--- config.mk ---
export PLATFORM = sky130hd
export DESIGN_NAME = bss_top
export DESIGN_NICKNAME = d
export VERILOG_FILES = /design/src/core/bss_pkg.sv /design/src/core/bss_timer_if.sv /design/src/core/bss_sync.sv /design/src/core/bss_timer.sv /design/src/core/bss_top.sv
export VERILOG_INCLUDE_DIRS = /design/src /design/src/core
export SDC_FILE = /design/constraint.sdc
export NUM_CORES = 1
export LEC_CHECK = 0
export ABC_AREA = 0
export BUFFER_PORTS_ARGS = -buffer_cell sky130_fd_sc_hd__buf_2
export CORE_AREA = 2 2 100 102
export CTS_CLUSTER_DIAMETER = 60
export CTS_CLUSTER_SIZE = 10
export DETAILED_ROUTE_END_ITERATION = 8
export DIE_AREA = 0 0 102 104
export PLACE_DENSITY = 0.77
export SLEW_MARGIN = 15
export SYNTH_ARGS = -nofsm -noshare
export SYNTH_HDL_FRONTEND = slang
export SYNTH_SLANG_ARGS = --single-unit
--- constraint.sdc ---
create_clock -name pclk -period 3.9 [get_ports pclk]
set_input_delay 0.975 -clock pclk [delete_from_list [all_inputs] [get_ports pclk]]
set_output_delay 0.975 -clock pclk [all_outputs]
set_load 0.01 [all_outputs]
--- src/core/bss_defs.svh ---
// constants for the buck supervisor sequencer
`ifndef BSS_DEFS_SVH
`define BSS_DEFS_SVH
`define BSS_CLK_MHZ        20
`define BSS_PHASE_US       425
`define BSS_PHASE_CYC      (`BSS_PHASE_US * `BSS_CLK_MHZ)
`define BSS_LAST_PHASE     3'h4
`define BSS_UV_IGN_US      10000
`define BSS_UV_IGN_CYC     (`BSS_UV_IGN_US * `BSS_CLK_MHZ)
`define BSS_BLANK_LONG_US  140
`define BSS_BLANK_MID_US   90
`define BSS_BLANK_SHORT_US 40
`define BSS_BLANK_LONG_CYC  12'(`BSS_BLANK_LONG_US * `BSS_CLK_MHZ)
`define BSS_BLANK_MID_CYC   12'(`BSS_BLANK_MID_US * `BSS_CLK_MHZ)
`define BSS_BLANK_SHORT_CYC 12'(`BSS_BLANK_SHORT_US * `BSS_CLK_MHZ)
`define BSS_LVL_GND        2'h0
`define BSS_LVL_REF        2'h1
`define BSS_LVL_OPEN       2'h2
`define BSS_LVL_SUPPLY     2'h3
`define BSS_REG_CTRL       8'h00
`define BSS_REG_STATUS     8'h04
`define BSS_CTRL_RUN_BIT   0
`define BSS_CTRL_RST       32'h00000001
`define BSS_CTRL_RUN_RST   1'b1
`endif

--- src/core/bss_pkg.sv ---
// types for the buck supervisor sequencer
`default_nettype none
package bss_pkg;
  typedef enum logic [2:0] {
    ST_LOCKOUT, ST_SOFTSTART, ST_RUN, ST_DISCHARGE, ST_CLAMP, ST_OFF, ST_OVP_TRIP
  } bss_state_t;
  typedef struct packed {
    logic dis;
    logic under_voltage_trip;
    logic over_voltage_trip;
  } bss_prot_t;
endpackage
`default_nettype wire

--- src/core/bss_timer_if.sv ---
// link between the sequencer and its blanking timer
`default_nettype none
interface bss_timer_if;
  logic        load;
  logic [11:0] count;
  logic        active;
  modport owner (output load, output count, input active);
  modport timer (input load, input count, output active);
endinterface
`default_nettype wire

--- src/core/bss_sync.sv ---
// two-flop synchronisers for the comparator inputs
`default_nettype none
module bss_sync #(
  parameter int W = 1
) (
  input  wire logic         pclk,
  input  wire logic         presetn,
  input  wire logic [W-1:0] d,
  output logic      [W-1:0] q
);
  genvar i;
  generate
    for (i = 0; i < W; i++) begin : g_bit
      logic meta_r;
      logic sync_r;
      always_ff @(posedge pclk or negedge presetn) begin
        if (!presetn) begin
          meta_r <= 1'b0;
          sync_r <= 1'b0;
        end else begin
          meta_r <= d[i];
          sync_r <= meta_r;
        end
      end
      assign q[i] = sync_r;
    end
  endgenerate
endmodule
`default_nettype wire

--- src/core/bss_timer.sv ---
// retriggerable down-counter for forced switching and blanking
`default_nettype none
module bss_timer (
  input  wire logic  pclk,
  input  wire logic  presetn,
  bss_timer_if.timer tif
);
  logic [11:0] cnt_r;
  always_ff @(posedge pclk or negedge presetn) begin
    if (!presetn) begin
      cnt_r <= 12'h000;
    end else if (tif.load) begin
      cnt_r <= tif.count;
    end else if (cnt_r != 12'h000) begin
      cnt_r <= cnt_r - 12'h001;
    end
  end
  assign tif.active = (cnt_r != 12'h000);
endmodule
`default_nettype wire

--- src/core/bss_top.sv ---
// supervisor and sequencer top with apb registers
//
// The APB register port and the register addresses were decided locally.
`include "bss_defs.svh"
`default_nettype none
module bss_top #(
  parameter int unsigned PHASE_CYC  = `BSS_PHASE_CYC,
  parameter int unsigned UV_IGN_CYC = `BSS_UV_IGN_CYC
) (
  input  wire logic       pclk,
  input  wire logic       presetn,
  input  wire logic       psel,
  input  wire logic       penable,
  input  wire logic       pwrite,
  input  wire logic [7:0] paddr,
  input  wire logic [31:0] pwdata,
  output logic      [31:0] prdata,
  output logic            pready,
  output logic            pslverr,
  input  wire logic       shutdown_request_n,
  input  wire logic       supply_ok_in,
  input  wire logic       level_step_in,
  input  wire logic [1:0] protection_select,
  input  wire logic [1:0] blanking_select,
  input  wire logic       in_regulation_in,
  input  wire logic       window_ok_in,
  input  wire logic       over_voltage_in,
  input  wire logic       under_voltage_in,
  input  wire logic       below_clamp_in,
  input  wire logic       thermal_fault_in,
  input  wire logic       high_side_off_in,
  input  wire logic       low_side_off_in,
  input  wire logic       pwm_high_req,
  input  wire logic       pwm_low_req,
  output logic            high_side_gate_drive,
  output logic            low_side_gate_drive,
  output logic            power_good_out,
  output logic            power_good_oe,
  output logic      [2:0] current_limit_step,
  output logic            modulator_en,
  output logic            reference_en,
  output logic            discharge_en,
  output logic            force_continuous
);
  import bss_pkg::*;

  localparam int PW = $clog2(PHASE_CYC + 1);
  localparam int UW = $clog2(UV_IGN_CYC + 1);

  function automatic bss_prot_t prot_decode(input logic [1:0] sel);
    bss_prot_t p;
    p = '0;
    if (sel == `BSS_LVL_SUPPLY) begin
      p = '{dis: 1'b1, under_voltage_trip: 1'b1, over_voltage_trip: 1'b1};
    end else if (sel == `BSS_LVL_OPEN) begin
      p = '{dis: 1'b1, under_voltage_trip: 1'b0, over_voltage_trip: 1'b1};
    end else if (sel == `BSS_LVL_REF) begin
      p = '{dis: 1'b0, under_voltage_trip: 1'b1, over_voltage_trip: 1'b0};
    end
    return p;
  endfunction

  function automatic logic [12:0] blank_decode(input logic [1:0] sel);
    logic [12:0] b;
    b = {1'b0, `BSS_BLANK_MID_CYC};
    if (sel == `BSS_LVL_SUPPLY) begin
      b = {1'b1, `BSS_BLANK_LONG_CYC};
    end else if (sel == `BSS_LVL_OPEN) begin
      b = {1'b1, `BSS_BLANK_MID_CYC};
    end else if (sel == `BSS_LVL_REF) begin
      b = {1'b1, `BSS_BLANK_SHORT_CYC};
    end
    return b;
  endfunction

  // synchronised comparator and pin levels
  logic [10:0] raw_s;
  logic        thermal_s, supply_s, clamp_s, under_s, over_s, window_s;
  logic        in_reg_s, step_s, shutdown_request_n_s, hs_off_s, ls_off_s;

  bss_sync #(.W(11)) u_sync (
    .pclk    (pclk),
    .presetn (presetn),
    .d       ({thermal_fault_in, supply_ok_in, below_clamp_in, under_voltage_in,
               over_voltage_in, window_ok_in, in_regulation_in, level_step_in,
               shutdown_request_n, high_side_off_in, low_side_off_in}),
    .q       (raw_s)
  );
  assign {thermal_s, supply_s, clamp_s, under_s, over_s, window_s,
          in_reg_s, step_s, shutdown_request_n_s, hs_off_s, ls_off_s} = raw_s;

  bss_timer_if tif ();
  bss_timer u_timer (
    .pclk    (pclk),
    .presetn (presetn),
    .tif     (tif)
  );

  bss_state_t     state_r, state_nxt;
  bss_prot_t      prot_live;
  logic           dis_r, fault_r, fault_nxt;
  logic           cause_ovp_r, cause_uvp_r, cause_th_r;
  logic           ctrl_run_r, run_req, start_go;
  logic [2:0]     phase_r;
  logic [PW-1:0]  ph_cnt_r;
  logic [UW-1:0]  ign_cnt_r;
  logic           step_d_r, blank_en, blank_act;
  logic [12:0]    blank_cfg;
  logic           active_st, ovp_hit, uvp_hit, th_hit;
  logic           hs_want, ls_want;
  logic           hs_drive_r, ls_drive_r, pg_pull_r;
  logic [2:0]     hs_hist_r, ls_hist_r;
  logic           hs_go;

  assign prot_live = prot_decode(protection_select);
  assign blank_cfg = blank_decode(blanking_select);
  assign blank_en  = blank_cfg[12];
  assign blank_act = blank_en && tif.active;
  assign run_req   = shutdown_request_n_s && ctrl_run_r;
  assign active_st = (state_r == ST_SOFTSTART) || (state_r == ST_RUN);
  assign ovp_hit   = active_st && prot_live.over_voltage_trip && over_s && !blank_act;
  assign uvp_hit   = active_st && prot_live.under_voltage_trip && under_s && !blank_act
                     && (ign_cnt_r == '0);
  assign th_hit    = active_st && thermal_s;
  assign start_go  = (state_nxt == ST_SOFTSTART) && (state_r != ST_SOFTSTART);

  // level-step edges retrigger the forced-switching timer
  always_ff @(posedge pclk or negedge presetn) begin
    if (!presetn) begin
      step_d_r <= 1'b0;
    end else begin
      step_d_r <= step_s;
    end
  end
  assign tif.load  = step_s ^ step_d_r;
  assign tif.count = blank_cfg[11:0];

  // sequencing state machine
  always_comb begin
    state_nxt = state_r;
    case (state_r)
      ST_LOCKOUT: begin
        if (supply_s && run_req && !fault_r) state_nxt = ST_SOFTSTART;
      end
      ST_SOFTSTART, ST_RUN: begin
        if (!supply_s) begin
          state_nxt = ST_LOCKOUT;
        end else if (th_hit || uvp_hit) begin
          state_nxt = ST_DISCHARGE;
        end else if (ovp_hit) begin
          state_nxt = ST_OVP_TRIP;
        end else if (!run_req) begin
          state_nxt = dis_r ? ST_DISCHARGE : ST_OFF;
        end else if (state_r == ST_SOFTSTART &&
                     (in_reg_s || phase_r == `BSS_LAST_PHASE)) begin
          state_nxt = ST_RUN;
        end
      end
      ST_DISCHARGE: begin
        if (clamp_s) begin
          state_nxt = ST_CLAMP;
        end else if (run_req && supply_s && !fault_r) begin
          state_nxt = ST_SOFTSTART;
        end
      end
      default: begin
        if (run_req && supply_s && !fault_r) state_nxt = ST_SOFTSTART;
      end
    endcase
  end

  always_ff @(posedge pclk or negedge presetn) begin
    if (!presetn) begin
      state_r <= ST_LOCKOUT;
    end else begin
      state_r <= state_nxt;
    end
  end

  // discharge mode sampled at each startup
  always_ff @(posedge pclk or negedge presetn) begin
    if (!presetn) begin
      dis_r <= 1'b0;
    end else if (start_go) begin
      dis_r <= prot_live.dis;
    end
  end

  // fault latch: a new fault wins over the clear
  assign fault_nxt = (ovp_hit || uvp_hit || th_hit) ? 1'b1 :
                     (!run_req ? 1'b0 : fault_r);
  always_ff @(posedge pclk or negedge presetn) begin
    if (!presetn) begin
      fault_r     <= 1'b0;
      cause_ovp_r <= 1'b0;
      cause_uvp_r <= 1'b0;
      cause_th_r  <= 1'b0;
    end else begin
      fault_r     <= fault_nxt;
      cause_ovp_r <= ovp_hit || (cause_ovp_r && fault_nxt);
      cause_uvp_r <= uvp_hit || (cause_uvp_r && fault_nxt);
      cause_th_r  <= th_hit || (cause_th_r && fault_nxt);
    end
  end

  // soft-start phase counter
  always_ff @(posedge pclk or negedge presetn) begin
    if (!presetn) begin
      phase_r  <= 3'h0;
      ph_cnt_r <= '0;
    end else if (start_go) begin
      phase_r  <= 3'h0;
      ph_cnt_r <= '0;
    end else if (state_r == ST_SOFTSTART) begin
      if (ph_cnt_r == PW'(PHASE_CYC - 1)) begin
        ph_cnt_r <= '0;
        if (phase_r != `BSS_LAST_PHASE) phase_r <= phase_r + 3'h1;
      end else begin
        ph_cnt_r <= ph_cnt_r + PW'(1);
      end
    end
  end

  // undervoltage ignore window after start
  always_ff @(posedge pclk or negedge presetn) begin
    if (!presetn) begin
      ign_cnt_r <= '0;
    end else if (start_go) begin
      ign_cnt_r <= UW'(UV_IGN_CYC);
    end else if (ign_cnt_r != '0) begin
      ign_cnt_r <= ign_cnt_r - UW'(1);
    end
  end

  // gate requests per state, then adaptive dead time
  always_comb begin
    hs_want = 1'b0;
    ls_want = 1'b0;
    case (state_nxt)
      ST_SOFTSTART, ST_RUN: begin
        hs_want = pwm_high_req;
        ls_want = pwm_low_req;
      end
      ST_LOCKOUT: ls_want = prot_live.dis && prot_live.over_voltage_trip;
      ST_CLAMP: ls_want = 1'b1;
      ST_OVP_TRIP: ls_want = 1'b1;
      default: ls_want = 1'b0;
    endcase
  end

  // sense lags the drive by the sync delay: opposite drive must be low that long
  assign hs_go = hs_want && ls_off_s && !ls_drive_r && (ls_hist_r == 3'h0);
  always_ff @(posedge pclk or negedge presetn) begin
    if (!presetn) begin
      hs_drive_r <= 1'b0;
      ls_drive_r <= 1'b0;
      hs_hist_r  <= 3'h0;
      ls_hist_r  <= 3'h0;
    end else begin
      hs_drive_r <= hs_go;
      ls_drive_r <= ls_want && hs_off_s && !hs_drive_r && (hs_hist_r == 3'h0)
                    && !hs_go;
      hs_hist_r  <= {hs_hist_r[1:0], hs_drive_r};
      ls_hist_r  <= {ls_hist_r[1:0], ls_drive_r};
    end
  end

  // registered control outputs
  always_ff @(posedge pclk or negedge presetn) begin
    if (!presetn) begin
      modulator_en       <= 1'b0;
      reference_en       <= 1'b1;
      discharge_en       <= 1'b0;
      force_continuous   <= 1'b0;
      current_limit_step <= 3'h0;
    end else begin
      modulator_en       <= (state_nxt == ST_SOFTSTART) || (state_nxt == ST_RUN);
      reference_en       <= (state_nxt != ST_CLAMP);
      discharge_en       <= (state_nxt == ST_DISCHARGE);
      force_continuous   <= tif.active;
      current_limit_step <= (state_r == ST_SOFTSTART) ? phase_r + 3'h1 :
                            ((state_r == ST_RUN) ? 3'h5 : 3'h0);
    end
  end

  // power-good follows the window comparator in run, released while blanking, pulled on a fault or outside run
  always_ff @(posedge pclk or negedge presetn) begin
    if (!presetn) begin
      pg_pull_r      <= 1'b1;
      power_good_out <= 1'b0;
    end else begin
      power_good_out <= 1'b0;
      if (fault_nxt) begin
        pg_pull_r <= 1'b1;
      end else if (state_nxt != ST_RUN) begin
        pg_pull_r <= 1'b1;
      end else if (blank_act) begin
        pg_pull_r <= 1'b0;
      end else begin
        pg_pull_r <= !window_s;
      end
    end
  end

  // apb slave, zero wait after setup
  logic [31:0] status_w;
  logic        hit_ctrl, hit_status;
  assign hit_ctrl   = (paddr == `BSS_REG_CTRL);
  assign hit_status = (paddr == `BSS_REG_STATUS);
  assign status_w   = {19'h0, pg_pull_r, blank_act, dis_r, cause_th_r, cause_uvp_r,
                       cause_ovp_r, fault_r, phase_r, state_r};

  always_ff @(posedge pclk or negedge presetn) begin
    if (!presetn) begin
      prdata  <= 32'h00000000;
      pready  <= 1'b0;
      pslverr <= 1'b0;
    end else begin
      pready  <= psel && !penable;
      pslverr <= psel && !penable && !hit_ctrl && !hit_status;
      if (psel && !penable && !pwrite) begin
        if (hit_ctrl) begin
          prdata <= {31'h0, ctrl_run_r};
        end else if (hit_status) begin
          prdata <= status_w;
        end else begin
          prdata <= 32'h00000000;
        end
      end
    end
  end

  always_ff @(posedge pclk or negedge presetn) begin
    if (!presetn) begin
      ctrl_run_r <= `BSS_CTRL_RUN_RST;
    end else if (psel && penable && pready && pwrite && hit_ctrl) begin
      ctrl_run_r <= pwdata[`BSS_CTRL_RUN_BIT];
    end
  end

  assign high_side_gate_drive = hs_drive_r;
  assign low_side_gate_drive  = ls_drive_r;
  assign power_good_oe        = pg_pull_r;
endmodule
`default_nettype wire

After elaboration in Yosys (flattened, before gate mapping)
Cells that the tools add are included.
{"block": "word_totals", "ff_bits": 129, "inputBits": 62, "out_inout_bits": 45, "elab_cells": 178}
{"block": "op_classes", "n_addsub": 4, "n_eq_ne": 21, "muxes": 37, "bitwise": 1, "n_reduce_logical": 68}
{"op": "2-to-1 mux 13 bit", "n": 5}
{"op": "2-to-1 mux 3 bit", "n": 16}
{"op": "2-to-1 mux 14 bit", "n": 3}
{"op": "2-to-1 mux 18 bit", "n": 2}
{"op": "logical AND 1 bit", "n": 33}
{"op": "2-to-1 mux 12 bit", "n": 2}
{"op": "zero test 18 bit", "n": 1}
{"op": "nonzero test 18 bit", "n": 1}
{"op": "subtractor 18 x 1 -> 18 bit, second input constant", "n": 1}
{"op": "adder 14 x 1 -> 14 bit, second input constant", "n": 1}
{"op": "== test 14 bit, second input constant", "n": 1}
{"op": "== test 3 x 2 -> 1 bit, second input constant", "n": 4}
{"op": "nonzero test 12 bit", "n": 1}
{"op": "subtractor 12 x 1 -> 12 bit, second input constant", "n": 1}
{"op": "zero test 1 bit", "n": 10}
{"op": "nonzero test 2 bit", "n": 5}
{"op": "== test 3 bit, second input constant", "n": 3}
{"op": "zero test 3 bit", "n": 3}
{"op": "logical OR 1 bit", "n": 9}
{"op": "== test 2 bit, second input constant", "n": 4}
{"op": "== test 8 x 3 -> 1 bit, second input constant", "n": 1}
{"op": "zero test 8 bit", "n": 1}
{"op": "== test 3 x 1 -> 1 bit, second input constant", "n": 2}
{"op": "2-to-1 mux 1 bit", "n": 6}
{"op": "other kinds (11)", "n": 15}

Depth between registers and ports, before layout
{"block": "depth", "depth_word": 20, "mapped_depth": 12, "depth_no_buf": 10}

Hierarchy
From an unflattened synthesis, not the netlist that was laid out.
{"block": "unflattened", "cells_unflattened": 482, "hier_area_um2": 5149.9}
{"mod": "bss_top", "instances": 1, "cells_per_inst": 375, "area_each_um2": 3799.9, "seq_area_each_um2": 1905.6}
{"mod": "bss_timer", "instances": 1, "cells_per_inst": 74, "area_each_um2": 716.9, "seq_area_each_um2": 300.3}
{"mod": "bss_sync", "instances": 1, "cells_per_inst": 33, "area_each_um2": 633.1, "seq_area_each_um2": 550.5}

Worst setup path before layout
No wires, ideal clock.
{"block": "synth_timing", "path_kind": "register to register", "start": "register u_timer.cnt_r[0]", "end": "register ls_drive_r, in the netlist low_side_gate_drive", "setup_time_ns": 0.131, "arrival_time_ns": 2.566, "required_time_ns": 3.769, "path_slack_ns": 1.202, "path_stages_with_launch": 11, "path_buffers": 1, "synth_period_minus_slack_ns": 2.698, "path_cell_list": "dfrtp_1 > inv_1 > ha_1 > or4b_1 > buf_2 > o41ai_4 > a41o_2 > o31ai_4 > or4_4 > nor3b_2 > a211oi_2"}
{"block": "synth_between", "elab_chain_cells": 17, "elab_cells_between_ends": 28, "classes_between": "eq/ne (4); mux (6); reduce/logical (18)"}
{"element": "from (decl)", "line_no": "bss_timer.sv:8", "source": "logic [11:0] cnt_r;"}
{"element": "from (signal assigned)", "line_no": "bss_timer.sv:13", "source": "cnt_r <= tif.count;"}
{"element": "from (signal assigned)", "line_no": "bss_timer.sv:15", "source": "cnt_r <= cnt_r - 12'h001;"}
{"element": "nonzero test 12 bit (*)", "line_no": "bss_timer.sv:18", "source": "assign tif.active = (cnt_r != 12'h000);"}
{"element": "logical AND 1 bit (*)", "line_no": "bss_top.sv:118", "source": "assign blank_act = blank_en && tif.active;"}
{"element": "zero test 1 bit (*)", "line_no": "bss_top.sv:121, bss_top.sv:122"}
{"element": "logical AND 1 bit", "line_no": "bss_top.sv:122", "source": "assign uvp_hit = active_st && prot_live.under_voltage_trip && under_s && !blank_act"}
{"element": "logical AND 1 bit", "line_no": "bss_top.sv:123", "source": "&& (ign_cnt_r == '0);"}
{"element": "logical OR 1 bit", "line_no": "bss_top.sv:148", "source": "end else if (th_hit || uvp_hit) begin"}
{"element": "2-to-1 mux 3 bit (*)", "line_no": "bss_top.sv:148"}
{"element": "2-to-1 mux 3 bit (*)", "line_no": "bss_top.sv:146", "source": "if (!supply_s) begin"}
{"element": "one-hot mux 3 bit (2 select lines) (*)", "line_no": "bss_top.sv:141", "source": "case (state_r)"}
{"element": "net state_nxt[2]", "line_no": "bss_top.sv:99", "source": "bss_state_t state_r, state_nxt;"}
{"element": "== test 3 x 1 -> 1 bit / == test 3 x 2 -> 1 bit (equally long branches)", "line_no": "bss_top.sv:239", "source": "case (state_nxt)"}
{"element": "OR reduction 2 bit (*)", "line_no": "bss_top.sv:239"}
{"element": "2-to-1 mux 1 bit (*)", "line_no": "bss_top.sv:239"}
{"element": "logical AND 1 bit (*) (3 in a row)", "line_no": "bss_top.sv:252", "source": "assign hs_go = hs_want && ls_off_s && !ls_drive_r && (ls_hist_r == 3'h0);"}
{"element": "net hs_go", "line_no": "bss_top.sv:113", "source": "logic hs_go;"}
{"element": "zero test 1 bit (*)", "line_no": "bss_top.sv:262", "source": "&& !hs_go;"}
{"element": "logical AND 1 bit (*)", "line_no": "bss_top.sv:262"}
{"element": "to (signal assigned)", "line_no": "bss_top.sv:261", "source": "ls_drive_r <= ls_want && hs_off_s && !hs_drive_r && (hs_hist_r == 3'h0)"}
{"element": "to (decl)", "line_no": "bss_top.sv:111", "source": "logic hs_drive_r, ls_drive_r, pg_pull_r;"}
Mark *: on every way through the listed nets, which the timed path passes. The rest lies on a longest branch.
A chain may end at the register's enable or synchronous reset.

Worst setup path in the final report
{"block": "layout_timing", "start": "register u_timer.cnt_r[0]", "end": "register ign_cnt_r[1]"}
{"block": "layout_between", "elab_chain_cells": 12, "elab_cells_between_ends": 15, "classes_between": "eq/ne (1); mux (5); reduce/logical (9)"}
{"element": "nonzero test 12 bit (*)", "line_no": "bss_timer.sv:18"}
{"element": "logical AND 1 bit (*)", "line_no": "bss_top.sv:118"}
{"element": "zero test 1 bit (*)", "line_no": "bss_top.sv:121, bss_top.sv:122"}
{"element": "logical AND 1 bit", "line_no": "bss_top.sv:122"}
{"element": "logical AND 1 bit", "line_no": "bss_top.sv:123"}
{"element": "logical OR 1 bit", "line_no": "bss_top.sv:148"}
{"element": "2-to-1 mux 3 bit (*)", "line_no": "bss_top.sv:148"}
{"element": "2-to-1 mux 3 bit (*)", "line_no": "bss_top.sv:146"}
{"element": "one-hot mux 3 bit (2 select lines) (*)", "line_no": "bss_top.sv:141"}
{"element": "net state_nxt[0]", "line_no": "bss_top.sv:99"}
{"element": "== test 3 x 1 -> 1 bit (*)", "line_no": "bss_top.sv:125", "source": "assign start_go = (state_nxt == ST_SOFTSTART) && (state_r != ST_SOFTSTART);"}
{"element": "logical AND 1 bit (*)", "line_no": "bss_top.sv:125"}
{"element": "2-to-1 mux 18 bit / nonzero test 2 bit (equally long branches)"}
{"element": "to (signal assigned)", "line_no": "bss_top.sv:229", "source": "ign_cnt_r <= UW'(UV_IGN_CYC);"}
{"element": "to (signal assigned)", "line_no": "bss_top.sv:231", "source": "ign_cnt_r <= ign_cnt_r - UW'(1);"}
{"element": "to (decl)", "line_no": "bss_top.sv:106", "source": "logic [UW-1:0] ign_cnt_r;"}
Marked as above.

==> metrics.yaml <==
muxShareOfSynthArea: 0.0108
cts_buffers: 9
drv_cap: 0
dp_slack_ns: 0.848
p_total_mw: 2.09
endpoint_kind: "flop"
fin_nets: 585
ys_ff_latch: 110
cts.htree.levels: 3
grt_overflow: 0
fmax_mhz: 326
synth_top_cell_area_share: 0.536
cp_data_arrival_time_ns: 3.35
worstMarginPinSlew_ns: 0.965
ys_async_sr_fraction: 1.00
synth_xor_area_frac: 0.0421
path_class: "flop to flop"
synthToLayoutAreaGrowth_pct: 10.7
dp_hpwl_mm: 6.81
synth.area.top_cells: "dfrtp_1 (54%), buf_4 (3.0%), a22o_1 (3.0%), nor2_1 (2.9%), nand2_1 (2.6%)"
port_buffers: 55
cts.sinks: 110
synth_cells: 459
drc: 0
grt_pass1_wl_mm: 16.1
drt_pass1_iterations: 4
drive_gt1_frac: 0.201
wl_mm: 9.68
post_cts_resized: 0
rows: 36
dp.cells: 639
leakage_nw: 2.47
grt_setup_unrepaired: "false"
peakVddDrop_mv: 0.159
status: "completed"
clockBufferDepth: 2
relSlewSlack: 0.354
synth_top_family_by_area: "simple AND/OR/NAND/NOR gates"
clkLatencyLatePin_ns: 0.38
diodes: 0
ctsHoldBuffers: 0
via_count: 3610
fp.dieH_um: 104
final_common_cell: "dfrtp_1"
synthesis.area_um2: 5000
fillers: 816
fin_util: 0.579
stdcell_count: 655
start_util: 0.523
synth_compound_area_frac: 0.144
setup_viol: 0
synth.avg_cell_area_um2: 10.9
post-cts-setup-buffers: 0
core_um2: 9550
gp_congestion: 0.844
hold_viol_final: 0
synth_edf_count: 0
cp_max_fo: 12
synth_adder_area_share: 0.0150
first_iter_violations: 115
place_area_um2: 5350
fin_crit_ns: 3.07
final_cell_mix: "dfrtp_1 (107), buf_2 (54), nor2_1 (38)"
power_density_nw_per_um2: 377
finalCritPeriodShare: 0.787
die_x_um: 102
skew_ns: 0.0113
yosysSeqAreaShare: 0.552
vias_per_cell: 5.51
cp-start-kind: "flop"
avgRoutedWirePerCell_um: 14.8
cts_tree: "yes"
yosysUniqueCellTypes: 73
ys.flop_type: "dfrtp_1"
regArea_um2: 2760
finalSetupTns_ns: 0
grt_max_degree: 75
finalHoldWorstSlack_ns: 0.343
slew_viol_final: 0
multi_input_area_um2: 2050
io_pins: 107
ys_warn_count: 0
hp-class: "flop to flop"
antenna_found_initial: 0
yosysTopAreaCell: "dfrtp_1"
yosys.area_share.simple: 0.184
stdcell_area_um2: 5530
root_buffer: "clkbuf_8"
antenna_left: 0
cp.required_ns: 4.18
grt_pass1_vias: 3480
clkSlewWorstSetupHoldPaths_ns: 0.10
setup_ws_ns: 0.831
grt.total_usage: 0.191
floorplan.die_area_um2: 10600
-- routing by layer --
| layer | routed length, um | vias to the layer above | global-route usage | share of wire |
|---|---|---|---|---|
| met1 | 4560 | 1773 | 0.267 | 0.47 |
| met2 | 4480 | 106 | 0.294 | 0.46 |
| met3 | 424 | 16 | 0.0329 | 0.044 |
| met4 | 216 | 0 | 0.0819 | 0.022 |
| li1 | - | 1715 | - | - |
| met5 | 0 | - | 0 | 0 |
-- final timing paths --
kind	startpoint	endpoint	slack [ns]	depth (start not counted)
worst min register to register	u_sync.g_bit[10].meta_r	u_sync.g_bit[10].sync_r	0.34	0
worst min-delay path	u_sync.g_bit[10].meta_r	u_sync.g_bit[10].sync_r	0.34	0
worst max-delay path	u_timer.cnt_r[0]	ign_cnt_r[1]	0.83	11
worst max register to register	u_timer.cnt_r[0]	ign_cnt_r[1]	0.83	11
min in group asynchronous	presetn	pslverr	0.55	1
max in group asynchronous	presetn	reference_en	2.58	2
-- sequential cells by signal, summed over array words and instances, names as in the netlist, 3 cells and up --
signal and cells:
hs_hist_r 3, phase_r 3, u_sync.g_bit.sync_r 11, current_limit_step 3, u_timer.cnt_r 12, u_sync.g_bit.meta_r 11
prdata 13, state_r 3, ph_cnt_r 14, ign_cnt_r 18, ls_hist_r 3
-- where the power goes --
part / switching (mW) / internal [mW]
Sequential: 0.0598 / 1.20
Combinational: 0.111 / 0.0827
Clock: 0.378 / 0.253
-- cell usage after synthesis (all sizes together), types with 7 or more instances --
| master | number |
|---|---|
| xnor2 | 13 |
| nand2 | 35 |
| nor4 | 8 |
| buf | 23 |
| nor3 | 14 |
| a31oi | 11 |
| inv | 14 |
| dfrtp | 107 |
| a22o | 17 |
| a21oi | 26 |
| nand2b | 7 |
| xor2 | 11 |
| nor2 | 39 |
| nand3 | 17 |
| clkbuf | 8 |
| o21ai | 12 |
| and3 | 11 |
-- worst max-delay path: stages (launching register included) --
cell,delay [ns]
dfrtp_1,0.39
inv_1,0.09
ha_1,0.20
or4b_1,0.60
o41ai_4,0.34
nand4_1,0.23
a221oi_4,0.44
inv_2,0.12
nand2b_2,0.12
nor3_2,0.05
buf_4,0.19
a211oi_1,0.17
-- cell type report --
type,instances,share of cell area
inverters,15,0.0102
clock inverters,4,0.00566
repair buffers,59,0.0579
well taps,133,0.0301
flip-flops and latches,110,0.499
multi-input cells,322,0.371
clock buffers,12,0.0263
-- kinds of logic (layout without fill, tap and decap cells) --
group,Yosys count,in the layout
adders and majority gates,6,6
DFF,110,110
other,1,20
and+or+nand+nor,172,172
AOI/OAI and AO/OA,95,95
xor gates and xnor gates,24,24
buffers and inverters,46,90
muxes,5,5
Power figures use the tool's default switching activity.
